[src/oscsel_pkg.sv]
// Constants and types of the oscillator clock source selection block
package oscsel_pkg;
  localparam logic [1:0] SRC_INTERNAL = 2'b00;
  localparam logic [1:0] SRC_EXT_CLK  = 2'b01;
  localparam logic [1:0] SRC_RC       = 2'b10;
  localparam logic [1:0] SRC_CRYSTAL  = 2'b11;
  localparam logic [1:0] FREQ_4M0     = 2'b00;
  localparam logic [1:0] FREQ_8M0     = 2'b01;
  localparam logic [1:0] FREQ_12M8    = 2'b10;
  localparam logic [1:0] FREQ_25M6    = 2'b11;
  localparam logic [1:0] XRANGE_HIGH  = 2'b00;
  localparam logic [1:0] XRANGE_MID   = 2'b01;
  localparam logic [1:0] XRANGE_LOW   = 2'b10;
  localparam logic [1:0] XRANGE_RSVD  = 2'b11;
  localparam int         SYS_CLK_MHZ  = 250;
  // Half periods in system clock cycles for each internal setting, untrimmed
  localparam logic [7:0] HALF_4M0     = 8'h1F;
  localparam logic [7:0] HALF_8M0     = 8'h0F;
  localparam logic [7:0] HALF_12M8    = 8'h0A;
  localparam logic [7:0] HALF_25M6    = 8'h05;
  localparam int         TRIM_FRAC    = 9;
  localparam int         EDGES_NEEDED = 2;
  localparam logic [7:0] TRIM_RESET   = 8'h80;
  typedef enum logic [2:0] {
    OSCSEL_INT, OSCSEL_WAIT_EDGES, OSCSEL_ENGAGE, OSCSEL_EXT, OSCSEL_RESTART
  } oscsel_state_t;
endpackage

[src/oscsel_clk_if.sv]
// Interface carrying a selected source clock level and its edge marks
`timescale 1ns/1ps
`default_nettype none
interface oscsel_clk_if;
  logic level;
  logic rise;
  logic run;
  modport src (output level, output rise, input run);
  modport snk (input level, input rise, output run);
endinterface
`default_nettype wire

[src/oscsel_int_osc.sv]
// Model of the trimmable internal oscillator as a divided system clock
`timescale 1ns/1ps
`default_nettype none
module oscsel_int_osc
  import oscsel_pkg::*;
(
  // Clock and reset
  input  wire logic       clk_sys_i,
  input  wire logic       arst_n_i,
  // Control
  input  wire logic [1:0] freq_sel_i,
  input  wire logic [7:0] trim_i,
  // Clock out
  oscsel_clk_if.src       clk_o
);
  logic [7:0]  half_base;
  logic [15:0] half_trim;
  logic [15:0] cnt_reg;
  logic [15:0] cnt_next;
  logic        lvl_reg;
  logic        lvl_next;
  logic        rise_reg;
  logic        rise_next;
  logic signed [8:0] trim_s;

  always_comb begin
    unique case (freq_sel_i)
      FREQ_4M0:  half_base = HALF_4M0;
      FREQ_8M0:  half_base = HALF_8M0;
      FREQ_12M8: half_base = HALF_12M8;
      FREQ_25M6: half_base = HALF_25M6;
    endcase
    // Signed trim, larger value lengthens period
    trim_s    = $signed({trim_i[7], trim_i});
    half_trim = 16'((($signed({8'h00, half_base}) <<< TRIM_FRAC)
                + $signed(16'(trim_s)) * $signed({8'h00, half_base}))
                >>> TRIM_FRAC);
    if (half_trim == 16'h0000) half_trim = 16'h0001;
    cnt_next  = cnt_reg;
    lvl_next  = lvl_reg;
    rise_next = 1'b0;
    if (!clk_o.run) begin
      cnt_next = 16'h0000;
      lvl_next = 1'b0;
    end else if (cnt_reg + 16'h0001 >= half_trim) begin
      cnt_next  = 16'h0000;
      lvl_next  = !lvl_reg;
      rise_next = !lvl_reg;
    end else begin
      cnt_next = cnt_reg + 16'h0001;
    end
  end

  always_ff @(posedge clk_sys_i or negedge arst_n_i) begin
    if (!arst_n_i) begin
      cnt_reg  <= 16'h0000;
      lvl_reg  <= 1'b0;
      rise_reg <= 1'b0;
    end else begin
      cnt_reg  <= cnt_next;
      lvl_reg  <= lvl_next;
      rise_reg <= rise_next;
    end
  end

  assign clk_o.level = lvl_reg;
  assign clk_o.rise  = rise_reg;
endmodule
`default_nettype wire

[src/oscsel_ext_sync.sv]
// Synchroniser and rising edge finder for the external source clock
`timescale 1ns/1ps
`default_nettype none
module oscsel_ext_sync
  import oscsel_pkg::*;
(
  // Clock and reset
  input  wire logic clk_sys_i,
  input  wire logic arst_n_i,
  // Raw source
  input  wire logic raw_i,
  // Synchronised clock
  oscsel_clk_if.src clk_o
);
  logic [2:0] sh_reg;
  logic [2:0] sh_next;
  logic       rise_reg;
  logic       rise_next;

  always_comb begin
    sh_next   = {sh_reg[1:0], raw_i};
    rise_next = sh_reg[1] && !sh_reg[2];
  end

  always_ff @(posedge clk_sys_i or negedge arst_n_i) begin
    if (!arst_n_i) begin
      sh_reg   <= 3'b000;
      rise_reg <= 1'b0;
    end else begin
      sh_reg   <= sh_next;
      rise_reg <= rise_next;
    end
  end

  assign clk_o.level = sh_reg[2];
  assign clk_o.rise  = rise_reg;
endmodule
`default_nettype wire

[src/oscsel_top.sv]
// Clock source selection, switchover and pin sharing of the oscillator
`timescale 1ns/1ps
`default_nettype none
module oscsel_top
  import oscsel_pkg::*;
(
  // Clock and reset
  input  wire logic       clk_sys_i,
  input  wire logic       arst_n_i,
  // Configuration
  input  wire logic [1:0] source_option_field_i,
  input  wire logic [1:0] internal_freq_field_i,
  input  wire logic [1:0] crystal_range_field_i,
  input  wire logic       external_clock_enable_i,
  input  wire logic       clock_out_pin_enable_i,
  input  wire logic [7:0] internal_trim_value_i,
  input  wire logic       osc_on_in_stop_i,
  // Power mode
  input  wire logic       stop_osc_enable_signal_i,
  input  wire logic       wait_mode_i,
  // Oscillator pins and analog sources
  input  wire logic       osc_in_pin_i,
  input  wire logic       crystal_osc_clock_i,
  input  wire logic       rc_osc_clock_i,
  output logic            osc_in_pin_owned_o,
  output logic            osc_out_pin_o,
  output logic            osc_out_pin_oe_n_o,
  output logic            osc_out_pin_owned_o,
  output logic            crystal_amp_en_o,
  output logic [2:0]      crystal_amp_sel_o,
  output logic            rc_osc_en_o,
  // Clocks and status
  output logic            full_rate_clock_o,
  output logic            half_rate_clock_o,
  output logic            internal_osc_run_o,
  output logic            external_clock_engaged_o,
  output logic            effective_clock_out_enable_o
);
  oscsel_clk_if int_clk ();
  oscsel_clk_if ext_clk ();

  oscsel_state_t st_reg;
  oscsel_state_t st_next;
  logic [1:0]    edge_reg;
  logic [1:0]    edge_next;
  logic          engaged_reg;
  logic          engaged_next;
  logic          use_ext_reg;
  logic          use_ext_next;
  logic          int_run_reg;
  logic          int_run_next;
  logic          full_reg;
  logic          full_next;
  logic          half_reg;
  logic          half_next;
  logic          in_own_reg;
  logic          in_own_next;
  logic          out_reg;
  logic          out_next;
  logic          oe_n_reg;
  logic          oe_n_next;
  logic          out_own_reg;
  logic          out_own_next;
  logic          xamp_en_reg;
  logic          xamp_en_next;
  logic [2:0]    xamp_sel_reg;
  logic [2:0]    xamp_sel_next;
  logic          rc_en_reg;
  logic          rc_en_next;
  logic          eff_oe_reg;
  logic          eff_oe_next;
  logic          osc_allowed;
  logic          ext_src_raw;
  logic          sel_level;
  logic          sel_rise;
  logic [2:0]    src_meta_reg;
  logic [2:0]    src_meta_next;
  logic [2:0]    src_sync_reg;
  logic [2:0]    src_sync_next;

  // Trim is a port straight into the oscillator; nothing preloads it
  oscsel_int_osc u_int_osc (
    .clk_sys_i  (clk_sys_i),
    .arst_n_i   (arst_n_i),
    .freq_sel_i (internal_freq_field_i),
    .trim_i     (internal_trim_value_i),
    .clk_o      (int_clk.src)
  );

  oscsel_ext_sync u_ext_sync (
    .clk_sys_i (clk_sys_i),
    .arst_n_i  (arst_n_i),
    .raw_i     (ext_src_raw),
    .clk_o     (ext_clk.src)
  );

  // Two-flop capture of the three asynchronous source inputs
  always_comb begin
    src_meta_next = {crystal_osc_clock_i, rc_osc_clock_i, osc_in_pin_i};
    src_sync_next = src_meta_reg;
  end

  always_ff @(posedge clk_sys_i or negedge arst_n_i) begin
    if (!arst_n_i) begin
      src_meta_reg <= 3'b000;
      src_sync_reg <= 3'b000;
    end else begin
      src_meta_reg <= src_meta_next;
      src_sync_reg <= src_sync_next;
    end
  end

  // Captured external source per option
  always_comb begin
    unique case (source_option_field_i)
      SRC_RC:      ext_src_raw = src_sync_reg[1];
      SRC_CRYSTAL: ext_src_raw = src_sync_reg[2];
      default:     ext_src_raw = src_sync_reg[0];
    endcase
  end

  // Stop gating; wait mode has no effect on any clock
  assign osc_allowed  = stop_osc_enable_signal_i || osc_on_in_stop_i;
  assign int_clk.run  = int_run_reg && osc_allowed;
  assign ext_clk.run  = 1'b1;

  // Switchover state machine
  always_comb begin
    st_next      = st_reg;
    edge_next    = edge_reg;
    engaged_next = engaged_reg;
    use_ext_next = use_ext_reg;
    int_run_next = int_run_reg;
    unique case (st_reg)
      OSCSEL_INT: begin
        edge_next = 2'b00;
        if (external_clock_enable_i && source_option_field_i != SRC_INTERNAL) begin
          st_next = OSCSEL_WAIT_EDGES;
        end
      end
      OSCSEL_WAIT_EDGES: begin
        if (!external_clock_enable_i) begin
          st_next = OSCSEL_INT;
        end else if (ext_clk.rise) begin
          if (edge_reg == 2'(EDGES_NEEDED - 1)) begin
            st_next = OSCSEL_ENGAGE;
          end else begin
            edge_next = edge_reg + 2'b01;
          end
        end
      end
      OSCSEL_ENGAGE: begin
        // Mux swaps to the external clock only while both clocks are low
        if (!external_clock_enable_i) begin
          st_next = OSCSEL_INT;
        end else if (!int_clk.level && !ext_clk.level) begin
          use_ext_next = 1'b1;
          engaged_next = 1'b1;
          st_next      = OSCSEL_EXT;
        end
      end
      OSCSEL_EXT: begin
        int_run_next = 1'b0;
        if (!external_clock_enable_i && source_option_field_i == SRC_INTERNAL) begin
          int_run_next = 1'b1;
          st_next      = OSCSEL_RESTART;
        end
      end
      OSCSEL_RESTART: begin
        if (int_clk.rise) begin
          use_ext_next = 1'b0;
          engaged_next = 1'b0;
          st_next      = OSCSEL_INT;
        end
      end
    endcase
  end

  // Clock outputs and pin control
  always_comb begin
    sel_level = use_ext_reg ? ext_clk.level : int_clk.level;
    sel_rise  = use_ext_reg ? ext_clk.rise : int_clk.rise;
    full_next = sel_level;
    half_next = half_reg;
    if (sel_rise) begin
      half_next = !half_reg;
    end
    // Bus clock divider by two sits downstream of the half-rate clock
    if (wait_mode_i) begin
      full_next = sel_level;
    end
    // First pin owned whenever an external option is written
    in_own_next  = source_option_field_i != SRC_INTERNAL;
    out_own_next = 1'b0;
    eff_oe_next  = 1'b0;
    xamp_en_next = 1'b0;
    rc_en_next   = 1'b0;
    unique case (source_option_field_i)
      SRC_INTERNAL: begin
        in_own_next = 1'b0;
        eff_oe_next = clock_out_pin_enable_i;
      end
      SRC_EXT_CLK: begin
        eff_oe_next = 1'b0;
      end
      SRC_RC: begin
        rc_en_next  = osc_allowed;
        eff_oe_next = clock_out_pin_enable_i;
      end
      SRC_CRYSTAL: begin
        out_own_next = 1'b1;
        xamp_en_next = osc_allowed && crystal_range_field_i != XRANGE_RSVD;
      end
    endcase
    unique case (crystal_range_field_i)
      XRANGE_HIGH: xamp_sel_next = 3'b001;
      XRANGE_MID:  xamp_sel_next = 3'b010;
      XRANGE_LOW:  xamp_sel_next = 3'b100;
      XRANGE_RSVD: xamp_sel_next = 3'b000;
    endcase
    if (source_option_field_i != SRC_CRYSTAL) begin
      xamp_sel_next = 3'b000;
    end
    out_own_next = out_own_next || eff_oe_next;
    oe_n_next    = !eff_oe_next;
    out_next     = eff_oe_next && sel_level;
  end

  always_ff @(posedge clk_sys_i or negedge arst_n_i) begin
    if (!arst_n_i) begin
      st_reg       <= OSCSEL_INT;
      edge_reg     <= 2'b00;
      engaged_reg  <= 1'b0;
      use_ext_reg  <= 1'b0;
      int_run_reg  <= 1'b1;
      full_reg     <= 1'b0;
      half_reg     <= 1'b0;
      in_own_reg   <= 1'b0;
      out_reg      <= 1'b0;
      oe_n_reg     <= 1'b1;
      out_own_reg  <= 1'b0;
      xamp_en_reg  <= 1'b0;
      xamp_sel_reg <= 3'b000;
      rc_en_reg    <= 1'b0;
      eff_oe_reg   <= 1'b0;
    end else begin
      st_reg       <= st_next;
      edge_reg     <= edge_next;
      engaged_reg  <= engaged_next;
      use_ext_reg  <= use_ext_next;
      int_run_reg  <= int_run_next;
      full_reg     <= full_next;
      half_reg     <= half_next;
      in_own_reg   <= in_own_next;
      out_reg      <= out_next;
      oe_n_reg     <= oe_n_next;
      out_own_reg  <= out_own_next;
      xamp_en_reg  <= xamp_en_next;
      xamp_sel_reg <= xamp_sel_next;
      rc_en_reg    <= rc_en_next;
      eff_oe_reg   <= eff_oe_next;
    end
  end

  // No interrupt or flag outputs exist in this block
  assign full_rate_clock_o            = full_reg;
  assign half_rate_clock_o            = half_reg;
  assign internal_osc_run_o           = int_run_reg;
  assign external_clock_engaged_o     = engaged_reg;
  assign osc_in_pin_owned_o           = in_own_reg;
  assign osc_out_pin_o                = out_reg;
  assign osc_out_pin_oe_n_o           = oe_n_reg;
  assign osc_out_pin_owned_o          = out_own_reg;
  assign crystal_amp_en_o             = xamp_en_reg;
  assign crystal_amp_sel_o            = xamp_sel_reg;
  assign rc_osc_en_o                  = rc_en_reg;
  assign effective_clock_out_enable_o = eff_oe_reg;
endmodule
`default_nettype wire

[config.mk]
export PLATFORM = sky130hd
export DESIGN_NAME = oscsel_top
export DESIGN_NICKNAME = d
export VERILOG_FILES = /design/src/oscsel_pkg.sv /design/src/oscsel_clk_if.sv /design/src/oscsel_int_osc.sv /design/src/oscsel_ext_sync.sv /design/src/oscsel_top.sv
export SDC_FILE = /design/constraint.sdc
export NUM_CORES = 1
export LEC_CHECK = 0
export ABC_AREA = 1
export BUFFER_PORTS_ARGS = -buffer_cell sky130_fd_sc_hd__buf_2
export CORE_MARGIN = 2
export CORE_UTILIZATION = 60
export DETAILED_ROUTE_END_ITERATION = 12
export MAX_ROUTING_LAYER = met4
export PLACE_DENSITY = 0.81
export SYNTH_ARGS = -nofsm -noshare
export SYNTH_HDL_FRONTEND = slang
export SYNTH_SLANG_ARGS = --single-unit
[constraint.sdc]
create_clock -name clk_sys_i -period 3.2 [get_ports clk_sys_i]
set_input_delay 0.16 -clock clk_sys_i [delete_from_list [all_inputs] [get_ports clk_sys_i]]
set_output_delay 0.16 -clock clk_sys_i [all_outputs]
set_load 0.005 [all_outputs]
== Word-level counts from Yosys, hierarchy flattened ==
Cells that the tools add are included.
Storage, ports and cells
  register bits after elaboration: 47
  input bits: 24
  output and inout bits: 14
Operators by class
  $add $sub $neg: 3
  $mul: 1
  $lt $le $gt $ge: 1
  equal/unequal tests: 27
  multiplexer cells: 36
  reductions and logical operators: 26
Operator list (number)
  two-way mux 16 bit: 3
  case mux 8 bit (4 select lines): 1
  two-way mux 3 bit: 9
  != test 2 bit, second input constant: 9
  adder 16 x 1 -> 16 bit, second input constant: 1
  adder 16 bit: 1
  greater-or-equal comparator 16 bit: 1
  logical NOT 16 bit: 1
  multiplier 8 x 9 -> 16 bit: 1
  two-way mux 1 bit: 15
  case mux 3 bit (5 select lines): 1
  == test 2 bit, second input constant: 6
  case mux 3 bit (4 select lines): 1
  AND reduction 4 bit: 2
  logical AND 1 bit: 7
  == test 2 x 1 -> 1 bit, second input constant: 3
  == test 3 x 2 -> 1 bit, second input constant: 2
  logical NOT 2 bit: 3
  two-way mux 2 bit: 3
  != test 3 bit, second input constant: 2
  AND reduction 6 bit: 1
  nonzero test 2 bit: 3
  logical NOT 1 bit: 5
  != test 2 x 1 -> 1 bit, second input constant: 2
  other kinds (9): 11

== Logic depth before layout (Yosys ltp) ==
  depth after elaboration: 9
  mapped depth: 35
  depth with buffers taken out: 35

== Cells and area by module ==
From an unflattened synthesis, not the netlist that was laid out.
Unflattened totals
  cell total of the unflattened synthesis: 507
  area, all modules: 4091.4 um^2
By module, submodules not included
  oscsel_int_osc: times used 1, cells an instance 385, area each 2921.6 um^2
  oscsel_top: times used 1, cells an instance 116, area each 1059.8 um^2
  oscsel_ext_sync: times used 1, cells an instance 6, area each 110.1 um^2

== Least setup slack after synthesis ==
No wires, ideal clock.
  path kind: in2reg
  start: in internal_freq_field_i[1]
  end: reg u_int_osc.cnt_reg[5]
  data arrival time: 4.973 ns
  slack: -1.896 ns
  stages: 23
  path buffers: 1
  path through: inv_1 nor2_1 nor2_1 fa_1 inv_1 fa_1 inv_1 fa_1 fa_1 ha_1 a21oi_1 o21bai_1 a21oi_1 nand3_1 nand2_1 inv_1 ha_1 nand2_1 nor4_1 nand2_1 nand4_2 buf_4 nor2_1
On the way
  word-level cells in the longest chain between the ends: 9
Ends and longest elaborated chain
  from (decl): RTL line oscsel_top.sv:12  | input wire logic [1:0] internal_freq_field_i,
  == test 2 bit, or another cell as far along: RTL line oscsel_int_osc.sv:27  | unique case (freq_sel_i)
  case mux 8 bit (4 select lines) (*): RTL line oscsel_int_osc.sv:27
  multiplier 8 x 9 -> 16 bit: RTL line oscsel_int_osc.sv:36  | + $signed(16'(trim_s)) * $signed({8'h00, half_base}))
  adder 16 bit (*): RTL line oscsel_int_osc.sv:36
  logical NOT 16 bit: RTL line oscsel_int_osc.sv:38  | if (half_trim == 16'h0000) half_trim = 16'h0001;
  two-way mux 16 bit (*): RTL line oscsel_int_osc.sv:38
  greater-or-equal comparator 16 bit (*): RTL line oscsel_int_osc.sv:45  | end else if (cnt_reg + 16'h0001 >= half_trim) begin
  two-way mux 16 bit (*): RTL line oscsel_int_osc.sv:45
  two-way mux 16 bit (*): RTL line oscsel_int_osc.sv:42  | if (!clk_o.run) begin
  net u_int_osc.cnt_next[5]: RTL line oscsel_int_osc.sv:19  | logic [15:0] cnt_next;
  to (signal assigned): RTL line oscsel_int_osc.sv:60  | cnt_reg <= cnt_next;
  to (decl): RTL line oscsel_int_osc.sv:18  | logic [15:0] cnt_reg;
The timed path passes the listed nets; every way through them passes the cells marked *. The select of a mux whose other input is x is not followed.
A chain may end at the register's enable or synchronous reset.

== Worst setup path in the final report ==
  start: in internal_freq_field_i[1]
  end: reg u_int_osc.cnt_reg[0]
Same word-level chain as after synthesis.

==> reports/metrics.cfg <==
[grt]
grt_pass1_vias=3776
grt_pass1_wl_um=16000
grt_use_total_pct=27.6
grt_max_degree=38
grt_remaining_overflow=0
antenna_found_initial=0

[power]
total_power_mw=3.23
p_leak_nw=2.97
ir_drop_mv=0.321
power_density_mw_per_mm2=588

[worst_setup_path]
crit_path_max_incr_delay_ns=0.55
path_buf_inv=9
cp_max_fo=5
cp.required_ns=3.40
slowest_stage=fa_1
r2r-end=u_int_osc.cnt_reg[0]
startpoint_type=input pin
crit_arrival_ns=5.08
rrSetupSlack_ns=0.09
path_class=in -> reg
crit-reg2reg-launch=u_int_osc.cnt_reg[0]
cp_top_family=adder cells
cp-end-kind=flop
r2r_cells=18

[worst_hold_path]
holdCritPathClass=in -> reg
holdPathEnd=crystal_amp_sel_o[0]
whs_path_depth=2
min_from=crystal_range_field_i[1]

[drt]
dr.pass1.iters=4
ant_nets=0
vias_per_cell=5.25
vias=3687
routedWlPerCell_um=14.5
wirelength_um=10200
drc_errors=0
initialDrtViolationCount=146

[floorplan]
fp.dieW_um=86.2
fp.coreArea_mm2=0.00642
initial_core_util_pct=63.1
rows=29
chipHeight_um=86.2
io_pins=38
dieArea_mm2=0.00743

[synth]
yosysTopAreaCell=dfrtp_1
synth_most_common_cell=inv_1
yosysWarnings=0
netlist_area_mm2=0.00405
synth.net_count=617
synth.distinct_cells=37
synth_area_leaders=dfrtp_1, ha_1, inv_1
synthFlopType=dfrtp_1
synth_top_area_share_pct=27.8
async_flop_share_pct=100
ys_seq_elements=47
synthTopCellsByCount=inv_1, nand2_1, nor2_1
synth_edf_count=0
synthCells=517
ys_seq_area_share_pct=29.1
syn_avg_cell_area_um2=7.84

[clock_tree]
clk_latency_ns=0.31
cts_tree=yes
root_buffer=clkbuf_8
cts.clk_slew.worst_paths_ns=0.09
clock-sinks=47
numCtsBuffers=5
clk_path_buf_depth=2
h-tree-depth=2

[timing]
final.min_clock_period_ns=4.88
tightest_slew_ns=0.778
grt_setup_unrepaired=true
slew_violations=0
setup_ws_ns=-1.68
setup_viol_count_final=18
fin_crit_sh_pct=152
final-hold-violation-count=0
fmax_mhz=205
skew_ns=0.0126
relSlewSlack_pct=48.1

[finish]
layout.nets=724
largest_reg_flops=16
final_util_pct=85.4
antenna_cells=0
drive_above_1_share_pct=33.8
area_growth_pct=35.4

[placed_design]
pre_cts_slack_ns=-1.92
portBuffers=36
place.gp.congestion=0.915
hpwl_um=7150

[outcome]
violations=negative setup slack
outcome=complete, but fails checks

[flow_run]
maxCapViolCount=0

==> stage by stage <==
step / std cells / area [µm²] / setup TNS [ns] / hold WS (ns)
finish: 702 / 5490 / -29.57 / 0.0376
global route: 702 / 5490 / -31.51 / 0.0485
CTS: 698 / 5290 / -24.81 / 0.0302
detailed placement: 681 / 4890 / -33.81 / 0.270
global placement: 681 / 4890 / -31.77 / 0.267
floorplan: 517 / 4240 / -22.83 / -0.136
==> cells in the final DEF, fill, tap and decap left out, drive strengths merged, types with 2 or more instances in the layout <==
cell,synthesis,layout
xor2,11,11
o21a,3,3
a21oi,18,18
nor3,9,9
o21bai,2,2
buf,1,97
a31o,2,2
fa,21,21
or2,2,2
nand4,8,8
ha,55,55
o31ai,2,2
o21ai,10,10
dfrtp,45,45
inv,122,124
dlygate4sd3,0,4
clkbuf,0,5
nor2,68,68
nand2,103,103
dfstp,2,2
nand3b,3,3
nand3,19,19
==> repair_timing <==
item | in CTS | in global routing
endpoints found under the hold margin | 37 | 0
hold buffers | 4 | 0
setup buffers | 4 | 5
gates cloned | 1 | 0
gates resized for setup | 46 | 59
pin swaps | 20 | 35
endpoints found under the setup margin | 18 | 18
==> final cells by class <==
| class | instances | area, µm² |
|---|---|---|
| multi-input cells | 346 | 2850 |
| flip-flops and latches | 47 | 1180 |
| fillers | 344 | 937 |
| repair buffers | 101 | 753 |
| inverters | 123 | 489 |
| well taps | 77 | 96.3 |
| clock buffers | 5 | 68.8 |
| clock inverters | 3 | 46.3 |
==> power breakdown <==
group / internal [mW] / switching [mW]
sequential: 0.687 / 0.0625
combinational: 0.900 / 1.13
clock: 0.235 / 0.211
total: 1.82 / 1.40
==> metal layers <==
metal  vias up  global-route usage (%)  wire [µm]
met5         -                       -          0
met4         0                    10.1        397
met3        38                    2.00        287
met2        85                    52.4       5590
met1      1746                    30.1       3900
li1       1818                       -          -
==> worst max path at each step <==
stage | to | from | slack (ns) | depth (start not counted)
final | u_int_osc.cnt_reg[0] | internal_freq_field_i[1] | -1.68 | 27
after floorplan | u_int_osc.cnt_reg[5] | internal_freq_field_i[1] | -1.32 | 24
after global routing | u_int_osc.cnt_reg[0] | internal_freq_field_i[1] | -1.79 | 28
after detailed placement | u_int_osc.cnt_reg[7] | internal_freq_field_i[1] | -1.92 | 28
after global placement | u_int_osc.cnt_reg[7] | internal_freq_field_i[1] | -1.79 | 24
after CTS | u_int_osc.cnt_reg[12] | internal_freq_field_i[1] | -1.42 | 28
==> cells by family after synthesis <==
kind of cell,count (synthesis),share of synthesized area (%)
and+or+nand+nor,217,23.4
buffers and inverters,124,11.6
AOI/OAI and AO/OA,42,6.18
xor gates and xnor gates,11,2.38
DFF,47,29.1
adders and majority gates,76,27.4
(Power assumes the default switching activity.)
